<file path="src/logic/sdmr_cfg.svh">
// Notes on behaviour
// [RULE1] device orders interleaved burst columns by xor
// [RULE2] device read latency from mode bits six-four
// [RULE3] program smallest latency covering column access time
// [RULE4] mode bit seven always written zero
// [RULE5] reserved mode bits and bank bits zero
// [RULE6] device mode bit nine selects single write
// [RULE7] auto refresh only with all banks idle
// [RULE8] 4096 row refreshes within every 64 ms
// [RULE9] wait row cycle time after auto refresh
// [RULE10] self refresh: refresh command with clock enable low
// [RULE11] device holds self refresh while enable low
// [RULE12] device power-down while enable low, no burst
// [RULE13] no-operation at edge after enable rises
// [RULE14] device freezes burst while enable low
// [RULE15] device read mask disables outputs two later
// [RULE16] device write mask blocks same-cycle word
// [RULE17] activate spaced so precharge follows row active time
// [RULE18] allow setup plus one clock after enable rises
// [RULE19] mode load only idle, before normal operation
// [RULE20] device burst length from mode bits two-zero
// [RULE21] device order select bit three, full page sequential
// [RULE22] refresh interval counter, close banks, hold activates
`ifndef SDMR_CFG_SVH
`define SDMR_CFG_SVH

// ***********************************************************
// timing figures in ns, and the refresh row count
// ***********************************************************
`define SD_TCK_NS 20
`define SD_TRC_NS 84
`define SD_ROW_ACTIVE_TIME_NS 60
`define SD_TRCD_NS 30
`define SD_TRP_NS 30
`define SD_COLUMN_ACCESS_TIME_NS 25
`define SD_CLOCK_GATE_SETUP_TIME_NS 3
`define SD_TCKMIN_NS 10
`define SD_PWRUP_NS 200000
`define SD_REF_WIN_NS 64000000
`define SD_REF_ROWS 4096

// ***********************************************************
// derived cycle counts
// ***********************************************************
`define SD_CEIL(ns) (((ns) + `SD_TCK_NS - 1) / `SD_TCK_NS)
`define SD_TRC_CYC `SD_CEIL(`SD_TRC_NS)
`define SD_ROW_ACTIVE_TIME_CYC `SD_CEIL(`SD_ROW_ACTIVE_TIME_NS)
`define SD_TRCD_CYC `SD_CEIL(`SD_TRCD_NS)
`define SD_TRP_CYC `SD_CEIL(`SD_TRP_NS)
`define SD_TMRD_CYC 2
`define SD_EXIT_CYC `SD_CEIL(`SD_CLOCK_GATE_SETUP_TIME_NS + `SD_TCKMIN_NS)
`define SD_CL_RAW `SD_CEIL(`SD_COLUMN_ACCESS_TIME_NS)
`define SD_CL_CYC ((`SD_CL_RAW < 2) ? 2 : `SD_CL_RAW)
`define SD_CAS_CODE ((`SD_CL_CYC == 2) ? 3'h2 : 3'h3)
`define SD_REF_CYC (`SD_REF_WIN_NS / `SD_REF_ROWS / `SD_TCK_NS)
`define SD_PWRUP_CYC (`SD_PWRUP_NS / `SD_TCK_NS)
`define SD_INIT_REFS 2

// ***********************************************************
// commands as {cs_n, ras_n, cas_n, we_n}
// ***********************************************************
`define SD_CMD_NOP 4'h7
`define SD_CMD_ACT 4'h3
`define SD_CMD_READ 4'h5
`define SD_CMD_WRITE 4'h4
`define SD_CMD_PRE 4'h2
`define SD_CMD_REF 4'h1
`define SD_CMD_MRS 4'h0
`define SD_ADDR_ALL 12'h400

// ***********************************************************
// register offsets and fields
// ***********************************************************
`define SD_REG_CFG 8'h00
`define SD_REG_CMD 8'h04
`define SD_REG_ADDR 8'h08
`define SD_REG_WDATA 8'h0c
`define SD_REG_RDATA 8'h10
`define SD_REG_STATUS 8'h14
`define SD_CFG_RST 5'h00
`define SD_CFG_IL 3
`define SD_CFG_SW 4
`define SD_REQ_GO 0
`define SD_REQ_DIR 1
`define SD_REQ_SRE 2
`define SD_REQ_SRX 3
`define SD_REQ_PDE 4
`define SD_REQ_PDX 5
`define SD_REQ_MRS 6
`define SD_REQ_MASK 7'h7d

`endif

</file>
<file path="src/logic/sdmr_pkg.sv">
package sdmr_pkg;
    // ***********************************************************
    // controller states
    // ***********************************************************
    typedef enum logic [3:0] {
        st_pwrup,
        st_ipre,
        st_iref,
        st_mrs,
        st_idle,
        st_wait,
        st_ref,
        st_rw,
        st_self,
        st_pd
    } sdmr_state_type;
endpackage : sdmr_pkg

</file>
<file path="src/logic/sdmr_ctrl.sv">
`timescale 1ns/1ns
`default_nettype none
`include "sdmr_cfg.svh"
module sdmr_ctrl #(
    parameter int unsigned PWRUP_CYC = `SD_PWRUP_CYC
) (
    input wire logic clk,
    input wire logic sys_rst,
    input wire logic [7:0] reg_addr,
    input wire logic [31:0] reg_wdata,
    input wire logic reg_wr,
    input wire logic reg_rd,
    output logic [31:0] reg_rdata,
    output logic sd_cke,
    output logic sd_cs_n,
    output logic sd_ras_n,
    output logic sd_cas_n,
    output logic sd_we_n,
    output logic [11:0] sd_addr,
    output logic [1:0] sd_ba,
    output logic sd_dqm,
    output logic [15:0] sd_dq_out,
    output logic sd_dq_oe,
    input wire logic [15:0] sd_dq_in
);
    // ***********************************************************
    // constants in cycles
    // ***********************************************************
    localparam logic [3:0] TRC_C = 4'(`SD_TRC_CYC);
    localparam logic [3:0] ROW_ACTIVE_TIME_C = 4'(`SD_ROW_ACTIVE_TIME_CYC);
    localparam logic [3:0] TRCD_C = 4'(`SD_TRCD_CYC);
    localparam logic [3:0] TRP_C = 4'(`SD_TRP_CYC);
    localparam logic [3:0] MRD_C = 4'(`SD_TMRD_CYC);
    localparam logic [3:0] EXIT_C = 4'(`SD_EXIT_CYC);
    localparam logic [3:0] CL_C = 4'(`SD_CL_CYC);
    localparam logic [13:0] REF_C = 14'(`SD_REF_CYC);

    // ***********************************************************
    // state and registers
    // ***********************************************************
    sdmr_pkg::sdmr_state_type state_r, state_nxt, ret_r, ret_nxt;
    logic [3:0] cmd_r, cmd_nxt;
    logic cke_r, cke_nxt;
    logic [11:0] addr_r, addr_nxt;
    logic [1:0] ba_r, ba_nxt;
    logic [4:0] cfg_r;
    logic [21:0] acc_r;
    logic [15:0] wdata_r, rdata_r, dq_out_r;
    logic [6:0] req_r, take;
    logic dir_r, rvalid_r, ref_pend_r, mrs_done_r, mrs_nxt;
    logic [1:0] init_cnt_r, init_nxt;
    logic [3:0] rd_cnt_r, wr_left_r;
    logic dq_oe_r, wload, wait_zero, ref_tick, ref_clr;
    logic [13:0] wval;

    // ***********************************************************
    // decoding
    // ***********************************************************
    wire wr_cfg = reg_wr && (reg_addr == `SD_REG_CFG);
    wire wr_cmd = reg_wr && (reg_addr == `SD_REG_CMD);
    wire wr_acc = reg_wr && (reg_addr == `SD_REG_ADDR);
    wire wr_dat = reg_wr && (reg_addr == `SD_REG_WDATA);
    wire rd_dat = reg_rd && (reg_addr == `SD_REG_RDATA);
    wire [6:0] req_set = wr_cmd ? (reg_wdata[6:0] & `SD_REQ_MASK) : 7'h0;
    wire [3:0] bl = 4'h1 << cfg_r[1:0];
    wire [3:0] beats = cfg_r[`SD_CFG_SW] ? 4'h1 : bl;
    // stretch activate-to-column so auto precharge starts late enough
    wire [3:0] act_gap = (ROW_ACTIVE_TIME_C > TRCD_C + bl) ? ROW_ACTIVE_TIME_C - bl : TRCD_C;
    // mode word: test bit and reserved bits forced low
    wire [11:0] mode_word = {2'h0, cfg_r[`SD_CFG_SW], 2'h0,
        `SD_CAS_CODE, cfg_r[`SD_CFG_IL], 1'b0, cfg_r[1:0]}; // [RULE3][RULE4][RULE5]
    wire capture = (rd_cnt_r == 4'h1);
    wire [31:0] status = {26'h0, ref_pend_r, rvalid_r,
        state_r == sdmr_pkg::st_pd, state_r == sdmr_pkg::st_self,
        state_r != sdmr_pkg::st_idle, mrs_done_r};
    wire [31:0] rd_mux =
        (reg_addr == `SD_REG_CFG) ? {27'h0, cfg_r} :
        (reg_addr == `SD_REG_ADDR) ? {10'h0, acc_r} :
        (reg_addr == `SD_REG_WDATA) ? {16'h0, wdata_r} :
        (reg_addr == `SD_REG_RDATA) ? {16'h0, rdata_r} :
        (reg_addr == `SD_REG_STATUS) ? status : 32'h0;

    // pins from flops, sd_dqm tied low
    assign {sd_cs_n, sd_ras_n, sd_cas_n, sd_we_n} = cmd_r;
    assign sd_cke = cke_r;
    assign sd_addr = addr_r;
    assign sd_ba = ba_r;
    assign sd_dqm = 1'b0;
    assign sd_dq_out = dq_out_r;
    assign sd_dq_oe = dq_oe_r;
    assign ref_clr = (cmd_nxt == `SD_CMD_REF);

    // ***********************************************************
    // timers: refresh interval and command spacing
    // ***********************************************************
    sdmr_timer u_ref (
        .clk(clk),
        .sys_rst(sys_rst),
        .load(ref_tick),
        .load_val(REF_C - 14'h1),
        .zero(ref_tick)
    ); // [RULE8][RULE22]

    sdmr_timer u_wait (
        .clk(clk),
        .sys_rst(sys_rst),
        .load(wload),
        .load_val(wval),
        .zero(wait_zero)
    );

    // ***********************************************************
    // command sequencer
    // ***********************************************************
    always_comb
    begin
        state_nxt = state_r;
        ret_nxt = ret_r;
        cmd_nxt = `SD_CMD_NOP;
        cke_nxt = cke_r;
        addr_nxt = 12'h0;
        ba_nxt = 2'h0;
        wload = 1'b0;
        wval = 14'h0;
        take = 7'h0;
        init_nxt = init_cnt_r;
        mrs_nxt = mrs_done_r;
        case (state_r)
            sdmr_pkg::st_pwrup:
            begin
                cke_nxt = 1'b1;
                wload = 1'b1;
                wval = 14'(PWRUP_CYC);
                ret_nxt = sdmr_pkg::st_ipre;
                state_nxt = sdmr_pkg::st_wait;
            end
            sdmr_pkg::st_ipre:
            begin
                cmd_nxt = `SD_CMD_PRE;
                addr_nxt = `SD_ADDR_ALL;
                wload = 1'b1;
                wval = 14'(TRP_C - 4'h2);
                ret_nxt = sdmr_pkg::st_iref;
                state_nxt = sdmr_pkg::st_wait;
            end
            sdmr_pkg::st_iref:
            begin
                cmd_nxt = `SD_CMD_REF;
                init_nxt = init_cnt_r + 2'h1;
                wload = 1'b1;
                wval = 14'(TRC_C - 4'h2); // [RULE9]
                ret_nxt = (init_cnt_r == 2'(`SD_INIT_REFS - 1)) ?
                    sdmr_pkg::st_mrs : sdmr_pkg::st_iref;
                state_nxt = sdmr_pkg::st_wait;
            end
            sdmr_pkg::st_mrs:
            begin
                // only reached with every bank closed
                cmd_nxt = `SD_CMD_MRS; // [RULE19]
                addr_nxt = mode_word;
                mrs_nxt = 1'b1;
                take[`SD_REQ_MRS] = 1'b1;
                wload = 1'b1;
                wval = 14'(MRD_C - 4'h2);
                ret_nxt = sdmr_pkg::st_idle;
                state_nxt = sdmr_pkg::st_wait;
            end
            sdmr_pkg::st_wait:
            begin
                if (wait_zero)
                    state_nxt = ret_r;
            end
            sdmr_pkg::st_idle:
            begin
                if (ref_pend_r)
                begin
                    // close banks first, activates wait behind it
                    cmd_nxt = `SD_CMD_PRE; // [RULE22][RULE7]
                    addr_nxt = `SD_ADDR_ALL;
                    wload = 1'b1;
                    wval = 14'(TRP_C - 4'h2);
                    ret_nxt = sdmr_pkg::st_ref;
                    state_nxt = sdmr_pkg::st_wait;
                end
                else if (req_r[`SD_REQ_MRS])
                    state_nxt = sdmr_pkg::st_mrs;
                else if (req_r[`SD_REQ_SRE])
                begin
                    cmd_nxt = `SD_CMD_REF; // [RULE10]
                    cke_nxt = 1'b0;
                    take[`SD_REQ_SRE] = 1'b1;
                    state_nxt = sdmr_pkg::st_self;
                end
                else if (req_r[`SD_REQ_PDE])
                begin
                    cke_nxt = 1'b0;
                    take[`SD_REQ_PDE] = 1'b1;
                    state_nxt = sdmr_pkg::st_pd;
                end
                else if (req_r[`SD_REQ_GO])
                begin
                    cmd_nxt = `SD_CMD_ACT;
                    ba_nxt = acc_r[21:20];
                    addr_nxt = acc_r[19:8];
                    wload = 1'b1;
                    wval = 14'(act_gap - 4'h2); // [RULE17]
                    ret_nxt = sdmr_pkg::st_rw;
                    state_nxt = sdmr_pkg::st_wait;
                end
            end
            sdmr_pkg::st_ref:
            begin
                cmd_nxt = `SD_CMD_REF; // [RULE7]
                wload = 1'b1;
                wval = 14'(TRC_C - 4'h2); // [RULE9]
                ret_nxt = sdmr_pkg::st_idle;
                state_nxt = sdmr_pkg::st_wait;
            end
            sdmr_pkg::st_rw:
            begin
                cmd_nxt = dir_r ? `SD_CMD_WRITE : `SD_CMD_READ;
                ba_nxt = acc_r[21:20];
                addr_nxt = `SD_ADDR_ALL | {4'h0, acc_r[7:0]};
                take[`SD_REQ_GO] = 1'b1;
                wload = 1'b1;
                wval = 14'(bl + CL_C + TRP_C - 4'h1);
                ret_nxt = sdmr_pkg::st_idle;
                state_nxt = sdmr_pkg::st_wait;
            end
            sdmr_pkg::st_self:
            begin
                if (req_r[`SD_REQ_SRX])
                begin
                    cke_nxt = 1'b1; // [RULE13]
                    take[`SD_REQ_SRX] = 1'b1;
                    wload = 1'b1;
                    wval = 14'(EXIT_C + TRC_C - 4'h2); // [RULE18]
                    ret_nxt = sdmr_pkg::st_idle;
                    state_nxt = sdmr_pkg::st_wait;
                end
            end
            sdmr_pkg::st_pd:
            begin
                // a due refresh also pulls the device out
                if (req_r[`SD_REQ_PDX] || ref_pend_r)
                begin
                    cke_nxt = 1'b1; // [RULE13]
                    take[`SD_REQ_PDX] = 1'b1;
                    wload = 1'b1;
                    wval = 14'(EXIT_C); // [RULE18]
                    ret_nxt = sdmr_pkg::st_idle;
                    state_nxt = sdmr_pkg::st_wait;
                end
            end
            default:
                state_nxt = sdmr_pkg::st_idle;
        endcase
    end

    // ***********************************************************
    // flops
    // ***********************************************************
    // sequencer and pins
    always_ff @(posedge clk or posedge sys_rst)
    begin
        if (sys_rst)
        begin
            state_r <= sdmr_pkg::st_pwrup;
            ret_r <= sdmr_pkg::st_idle;
            cmd_r <= `SD_CMD_NOP;
            cke_r <= 1'b0;
            addr_r <= 12'h0;
            ba_r <= 2'h0;
            init_cnt_r <= 2'h0;
            mrs_done_r <= 1'b0;
        end
        else
        begin
            state_r <= state_nxt;
            ret_r <= ret_nxt;
            cmd_r <= cmd_nxt;
            cke_r <= cke_nxt;
            addr_r <= addr_nxt;
            ba_r <= ba_nxt;
            init_cnt_r <= init_nxt;
            mrs_done_r <= mrs_nxt;
        end
    end

    // software registers; a new set beats a same-cycle take
    always_ff @(posedge clk or posedge sys_rst)
    begin
        if (sys_rst)
        begin
            cfg_r <= `SD_CFG_RST;
            acc_r <= 22'h0;
            wdata_r <= 16'h0;
            req_r <= 7'h0;
            dir_r <= 1'b0;
            reg_rdata <= 32'h0;
            ref_pend_r <= 1'b0;
        end
        else
        begin
            if (wr_cfg)
                cfg_r <= reg_wdata[4:0];
            if (wr_acc)
                acc_r <= reg_wdata[21:0];
            if (wr_dat)
                wdata_r <= reg_wdata[15:0];
            if (wr_cmd && reg_wdata[`SD_REQ_GO])
                dir_r <= reg_wdata[`SD_REQ_DIR];
            req_r <= (req_r & ~take) | req_set;
            reg_rdata <= reg_rd ? rd_mux : 32'h0;
            ref_pend_r <= ref_tick | (ref_pend_r & ~ref_clr); // [RULE8]
        end
    end

    // data path: write beats out, first read word in
    always_ff @(posedge clk or posedge sys_rst)
    begin
        if (sys_rst)
        begin
            rd_cnt_r <= 4'h0;
            wr_left_r <= 4'h0;
            dq_oe_r <= 1'b0;
            dq_out_r <= 16'h0;
            rdata_r <= 16'h0;
            rvalid_r <= 1'b0;
        end
        else
        begin
            if (cmd_nxt == `SD_CMD_READ)
                rd_cnt_r <= CL_C + 4'h1;
            else if (rd_cnt_r != 4'h0)
                rd_cnt_r <= rd_cnt_r - 4'h1;
            if (cmd_nxt == `SD_CMD_WRITE)
            begin
                wr_left_r <= beats - 4'h1;
                dq_oe_r <= 1'b1;
                dq_out_r <= wdata_r;
            end
            else if (wr_left_r != 4'h0)
                wr_left_r <= wr_left_r - 4'h1;
            else
                dq_oe_r <= 1'b0;
            if (capture)
                rdata_r <= sd_dq_in;
            rvalid_r <= capture | (rvalid_r & ~rd_dat);
        end
    end

    // ***********************************************************
    // checks
    // ***********************************************************
    logic [10:0] since_ref_r;
    logic [3:0] act_age_r, pre_age_r;

    // ages since refresh, activate and precharge
    always_ff @(posedge clk or posedge sys_rst)
    begin
        if (sys_rst)
        begin
            since_ref_r <= 11'h0;
            act_age_r <= 4'h0;
            pre_age_r <= 4'h0;
        end
        else
        begin
            if (cmd_r == `SD_CMD_REF || state_r == sdmr_pkg::st_self)
                since_ref_r <= 11'h0;
            else if (since_ref_r != 11'h7ff)
                since_ref_r <= since_ref_r + 11'h1;
            act_age_r <= (cmd_r == `SD_CMD_ACT) ? 4'h1 :
                (act_age_r == 4'hf) ? act_age_r : act_age_r + 4'h1;
            pre_age_r <= (cmd_r == `SD_CMD_PRE) ? 4'h1 :
                (pre_age_r == 4'hf) ? pre_age_r : pre_age_r + 4'h1;
        end
    end
endmodule : sdmr_ctrl
`default_nettype wire

</file>
<file path="src/logic/sdmr_timer.sv">
`timescale 1ns/1ns
`default_nettype none
module sdmr_timer (
    input wire logic clk,
    input wire logic sys_rst,
    input wire logic load,
    input wire logic [13:0] load_val,
    output logic zero
);
    logic [13:0] count_r;
    logic [13:0] count_nxt;

    // load wins, otherwise count down and rest at zero
    assign zero = (count_r == 14'h0);
    assign count_nxt = load ? load_val :
                       (zero ? count_r : count_r - 14'h1);

    // counter flop
    always_ff @(posedge clk or posedge sys_rst)
    begin
        if (sys_rst)
            count_r <= 14'h0;
        else
            count_r <= count_nxt;
    end
endmodule : sdmr_timer
`default_nettype wire

</file>
<file path="config.mk">
export PLATFORM = sky130hd
export DESIGN_NAME = sdmr_ctrl
export DESIGN_NICKNAME = d
export VERILOG_FILES = /design/src/logic/sdmr_pkg.sv /design/src/logic/sdmr_ctrl.sv /design/src/logic/sdmr_timer.sv
export VERILOG_INCLUDE_DIRS = /design/src /design/src/logic
export SDC_FILE = /design/constraint.sdc
export NUM_CORES = 1
export LEC_CHECK = 0
export ABC_AREA = 1
export BUFFER_PORTS_ARGS = -buffer_cell sky130_fd_sc_hd__buf_2
export CAP_MARGIN = 20
export CORE_ASPECT_RATIO = 0.8
export CORE_UTILIZATION = 50
export CTS_CLUSTER_DIAMETER = 120
export DETAILED_ROUTE_END_ITERATION = 12
export PLACE_DENSITY = 0.72
export SLEW_MARGIN = 20
export SYNTH_ARGS = -nofsm -noshare
export SYNTH_HDL_FRONTEND = slang
export SYNTH_SLANG_ARGS = --single-unit
export TNS_END_PERCENT = 1
</file>
<file path="constraint.sdc">
create_clock -name clk -period 7.6 [get_ports clk]
set_input_delay 1.52 -clock clk [delete_from_list [all_inputs] [get_ports clk]]
set_output_delay 1.52 -clock clk [all_outputs]
set_load 0.02 [all_outputs]
</file>
After elaboration in Yosys (flattened, before gate mapping). Cells that the tools add are included.

Register bits: 174.

Order comparisons: 1. Multiplexer cells: 91. Reductions and logical operators: 23. Equality and inequality tests: 33. Shift-type cells: 1. Add/subtract/negate cells: 12. Bitwise logic cells: 9.

Operators by type and width (number): two-way mux 14 bit (8); two-way mux 4 bit (21); case mux 14 bit (6 select lines) (1); two-way mux 22 bit (3); two-way mux 12 bit (5); case mux 12 bit (4 select lines) (1); two-way mux 16 bit (2); two-way mux 1 bit (31); logical NOT 14 bit (2); case mux 4 bit (7 select lines) (1); subtractor 14 x 1 -> 14 bit (second input constant) (2); == test 4 x 3 -> 1 bit (second input constant) (6); case mux 4 bit (5 select lines) (1); two-way mux 3 bit (6); == test 8 x 4 -> 1 bit (second input constant) (2); == test 8 x 5 -> 1 bit (second input constant) (2); != test 3 bit (second input constant) (5); case mux 3 bit (5 select lines) (1); == test 4 x 1 -> 1 bit (second input constant) (3); nonzero test 4 bit (3); subtractor 4 x 1 -> 4 bit (second input constant) (3); two-way mux 2 bit (5); == test 4 x 2 -> 1 bit (second input constant) (2); == test 4 bit (second input constant) (2); 37 further kinds (52).

Depth between registers and ports, before layout.
Word-level depth: 12. Depth in mapped cells: 14. Mapped depth without buffers: 13.

Hierarchy. From an unflattened synthesis, not the netlist that was laid out.

Cell total of the unflattened synthesis: 995. Area total of the unflattened synthesis: 8448.1 µm².

By module, submodules not included: sdmr_ctrl (seq. area each 3583.4 µm², instances 1, cells each 719, area each 6446.2 µm²); sdmr_timer (seq. area each 350.3 µm², instances 2, cells each 138, area each 1001.0 µm²).

Worst setup path after synthesis. No wires, ideal clock.

Kind: input port to flip-flop. From: input reg_addr[0]. To: register acc_r[10]. Setup slack: 4.923 ns. Cell stages on the path: 8. Data arrival time: 2.547 ns. Setup time: 0.130 ns. Buffers on the path: 1. Cells stage by stage: inv_1 > nand2_1 > nor2_1 > nand2_1 > clkinv_1 > nand2_1 > clkbuf_1 > o21ai_0.

Cells in the longest elaborated chain, start to end: 2.

Ends and longest elaborated chain: from (decl) (RTL line sdmr_ctrl.sv:9) `input wire logic [7:0] reg_addr,`; == test 8 x 4 -> 1 bit (no line); logical AND 1 bit (RTL line sdmr_ctrl.sv:61) `` wire wr_acc = reg_wr && (reg_addr == `SD_REG_ADDR); ``; to (signal assigned) (RTL line sdmr_ctrl.sv:308) `acc_r <= reg_wdata[21:0];`; to (decl) (RTL line sdmr_ctrl.sv:47) `logic [21:0] acc_r;`.

Every way passes these cells. A chain may end at the register's enable or synchronous reset.

Worst setup path after layout.
From: input reg_addr[4]. To: register acc_r[4].

Same word-level chain as after synthesis.

==> metrics.txt <==
met1 usage in global routing 0.368; Num CTS Buffers 17; area added between synthesis and finish 15.8%; die width 142 µm; cell family contributing the most delay on the critical path simple AND/OR/NAND/NOR gates; final design area excluding fillers 9050 µm²; final worst-path cycle share 0.464; synthesized netlist cell count 904; synth unique cells 48; post-cts gate resize count 0; initial cell density of the core 0.517; Fmax achieved 0.283 GHz; outcome finished, final reports clean; switching part of the total power 0.226; data arrival at the endpoint of the critical path 3.83 ns; first-pass GRT wire length 30,100 µm; total of hold buffers inserted after clock tree synthesis 0; number of port buffers 106; prevailing post-synth register cell sky130_fd_sc_hd__dfrtp_1; critical path's slowest cell sky130_fd_sc_hd__nand2_1; Setup Crit Path Kind in2reg; Final ANT Viol Nets 0; max capacitance violation total 0; Overall Power 1.87 mW; clock-pin slew reported for the worst setup and hold paths after clock tree synthesis 0.06 ns; Clk network pwr share 0.457; cells along the critical path buf_2, inv_1, nand3_1, nor2_1, nand2_1, clkinv_1, nand2_1, buf_4, o21ai_0; part of the total power dissipated in sequential elements 0.502; library cell occupying the most area in the post-synthesis netlist sky130_fd_sc_hd__dfrtp_1; placeable core region 15,100 µm²; Slew headroom 0.325; global route total overflow 0; met3 routing resource usage after global routing 0.0533; sort of element at the end of the critical path flip-flop; synthesized cell area 7810 µm²; layout cell share with drive strength beyond 1 0.164; number of DRC markers after the initial detailed-route iteration 524; setup slack, reg-to-reg 4.70 ns; mean post-synth cell area 8.64 µm²; worst hold path type reg2reg; Period minus WS final 3.53 ns; clk buf depth 2; post-route setup TNS 0 ns; Top-Level Pins 129; met2 Usage GRT 0.356; setup bufs post-CTS 0; routed length per instance 15.1 µm; combined buffer and inverter count along the critical path 4; Final Hold Viols 0; Slowest Stage Delay on Critical Path 0.59 ns; Post-Route Skew 0.00697 ns; slew at the pin closest to its max-slew limit 1.01 ns; Final setup violation count 0; synthesis warning total 0; clock tree from TritonCTS done; maximum level of the CTS H-tree 4; routability cong. 0.907; Die Footprint 16,100 µm²; Vias 6,357; Die H 114 µm; placement row count 40; share of the synthesized area in the top cell type 0.535; Seq/Total Area, Yosys 0.549; pin count of the biggest net entering global routing 100; unrepaired setup endpoints after global routing no; total length of routed wires 18,700 µm; Crit path required time 7.90 ns; number of max-slew violations in the final report 0; largest cells by area after synthesis sky130_fd_sc_hd__dfrtp_1, sky130_fd_sc_hd__nand2_1, sky130_fd_sc_hd__inv_1, sky130_fd_sc_hd__o21ai_0, sky130_fd_sc_hd__nor2_1; Root Buffer Master sky130_fd_sc_hd__clkbuf_16; reported leakage power 4.74 nW; Antenna diodes 0; TritonCTS Sinks 171; flip-flop and latch count after synthesis 171; number of enable-type register cells in the synthesized netlist 0; most common cell after layout, fill and taps aside sky130_fd_sc_hd__nand2_1; maximum net fanout on the critical path 24; detail-routed via count per cell 5.15; global routing usage summed across all routing layers 0.247; DPL Wire Length 13,200 µm; Combinational Power Share 0.042; clock network latency to the later pin of the worst-skew pair 0.43 ns; number of nets in the layout 1,082; CP Launch Type input pin; via count of the first global-routing pass 5,942; Post-Place Cell Area 8470 µm²; number of remaining DRC errors 0; commonest cells after routing, fill and taps aside sky130_fd_sc_hd__nand2_1, sky130_fd_sc_hd__dfrtp_1, sky130_fd_sc_hd__inv_1, sky130_fd_sc_hd__buf_2, sky130_fd_sc_hd__nor2_1; maximum vdd drop 0.151 mV; most used routing layer in global routing met1; net switching power 422 µW; most common cell type on the critical path sky130_fd_sc_hd__nand2_1; design internal power 1.45 mW; fraction of synthesis flops using an asynchronous set or reset pin 1.00; filler cell count 1,389; count of TritonRoute iterations in the first routing pass 5; antenna violations before repair 0; power density over cell area 207 nW/µm²
## synthesized netlist by cell type (4+ instances only)
cell type                  number
sky130_fd_sc_hd__xnor2_1       10
sky130_fd_sc_hd__buf_6          4
sky130_fd_sc_hd__clkbuf_1       9
sky130_fd_sc_hd__a31oi_1        7
sky130_fd_sc_hd__nand4_1        4
sky130_fd_sc_hd__buf_2          5
sky130_fd_sc_hd__o22ai_1       13
sky130_fd_sc_hd__nor2_2         5
sky130_fd_sc_hd__o21ai_0       84
sky130_fd_sc_hd__a21oi_1       49
sky130_fd_sc_hd__nor3_1        18
sky130_fd_sc_hd__ha_1          10
sky130_fd_sc_hd__buf_4         13
sky130_fd_sc_hd__nand2_1      170
sky130_fd_sc_hd__o221ai_1       6
sky130_fd_sc_hd__nor2_1       104
sky130_fd_sc_hd__inv_1        134
sky130_fd_sc_hd__xor2_1         9
sky130_fd_sc_hd__o211ai_1       5
sky130_fd_sc_hd__dfrtp_1      167
sky130_fd_sc_hd__nand3_1       34
sky130_fd_sc_hd__dfstp_2        4
## state kept, by name, indices dropped and copies added, names as in the netlist, 6 cells and up
signal / cells
rdata_r: 16
sd_dq_out: 16
wdata_r: 16
req_r: 6
sd_addr: 12
u_wait.count_r: 14
u_ref.count_r: 14
reg_rdata: 22
acc_r: 22
## power by group through the flow
stage / clock network [mW] / logic [mW] / registers (mW)
finish: 0.854 / 0.0776 / 0.938
global route: 0.898 / 0.0894 / 0.939
CTS: 0.863 / 0.0782 / 0.937
detailed placement: 0 / 0.0775 / 0.954
global placement: 0 / 0.0764 / 0.953
floorplan: 0 / 0.0520 / 0.951
## area by class of cell
cell class,instances,area (µm²),area share
multi-input combinational,576,2850,0.315
clock inverter,12,120,0.0133
tap,210,263,0.0290
sequential,171,4280,0.474
timing repair buffer,109,553,0.0611
clock buffer,20,457,0.0505
inverter,137,519,0.0574
## layer usage
layer  part of all wire  up-vias  wire [µm]
met1               0.48     2981       8980
met5                  0        -          0
met3              0.078       27       1460
met4              0.022        0        402
li1                   -     3085          -
met2               0.42      264       7840
## per-stage QoR
stage / util / worst slack, ns / cells / hold slack (ns)
floorplan: - / 1.45 / 916 / 0.426
global placement: 0.560 / 3.76 / 1203 / 0.448
detailed placement: 0.560 / 3.71 / 1203 / 0.454
CTS: 0.599 / 4.15 / 1235 / 0.462
global route: 0.599 / 3.83 / 1235 / 0.480
finish: 0.599 / 4.07 / 1235 / 0.457
## worst reg2reg max path: stages, from the launching register on
cell and delay (ns):
sky130_fd_sc_hd__dfrtp_1 0.48, sky130_fd_sc_hd__nand2_1 0.12, sky130_fd_sc_hd__inv_1 0.08, sky130_fd_sc_hd__nand2_4 0.12, sky130_fd_sc_hd__nor2_1 0.13, sky130_fd_sc_hd__nor2_2 0.26, sky130_fd_sc_hd__nand4_2 0.80, sky130_fd_sc_hd__nand2_1 0.32
sky130_fd_sc_hd__nand2_1 0.12, sky130_fd_sc_hd__ha_1 0.21, sky130_fd_sc_hd__nand3_1 0.08, sky130_fd_sc_hd__nand2_1 0.05, sky130_fd_sc_hd__nor2_1 0.08
## kinds of logic after synthesis
family,share of synthesized area
compound gates,0.128
xor+xnor,0.0213
fa+ha+maj,0.0160
buf+inv,0.0921
flops,0.549
mux,0.00433
other cells,0.000962
simple gates,0.188
## path summary, 6_finish.rpt
| kind | from | to | depth (start not counted) |
|---|---|---|---|
| worst max register to register | state_r[0] | wr_left_r[2] | 12 |
| worst max-delay path | reg_addr[4] | acc_r[4] | 9 |
| worst min-delay path | u_ref.count_r[0] | u_ref.count_r[0] | 1 |
| min in group asynchronous | sys_rst | reg_rdata[10] | 2 |
| worst min register to register | u_ref.count_r[0] | u_ref.count_r[0] | 1 |
| max in group asynchronous | sys_rst | req_r[2] | 3 |
Power figures use the tool's default switching activity.
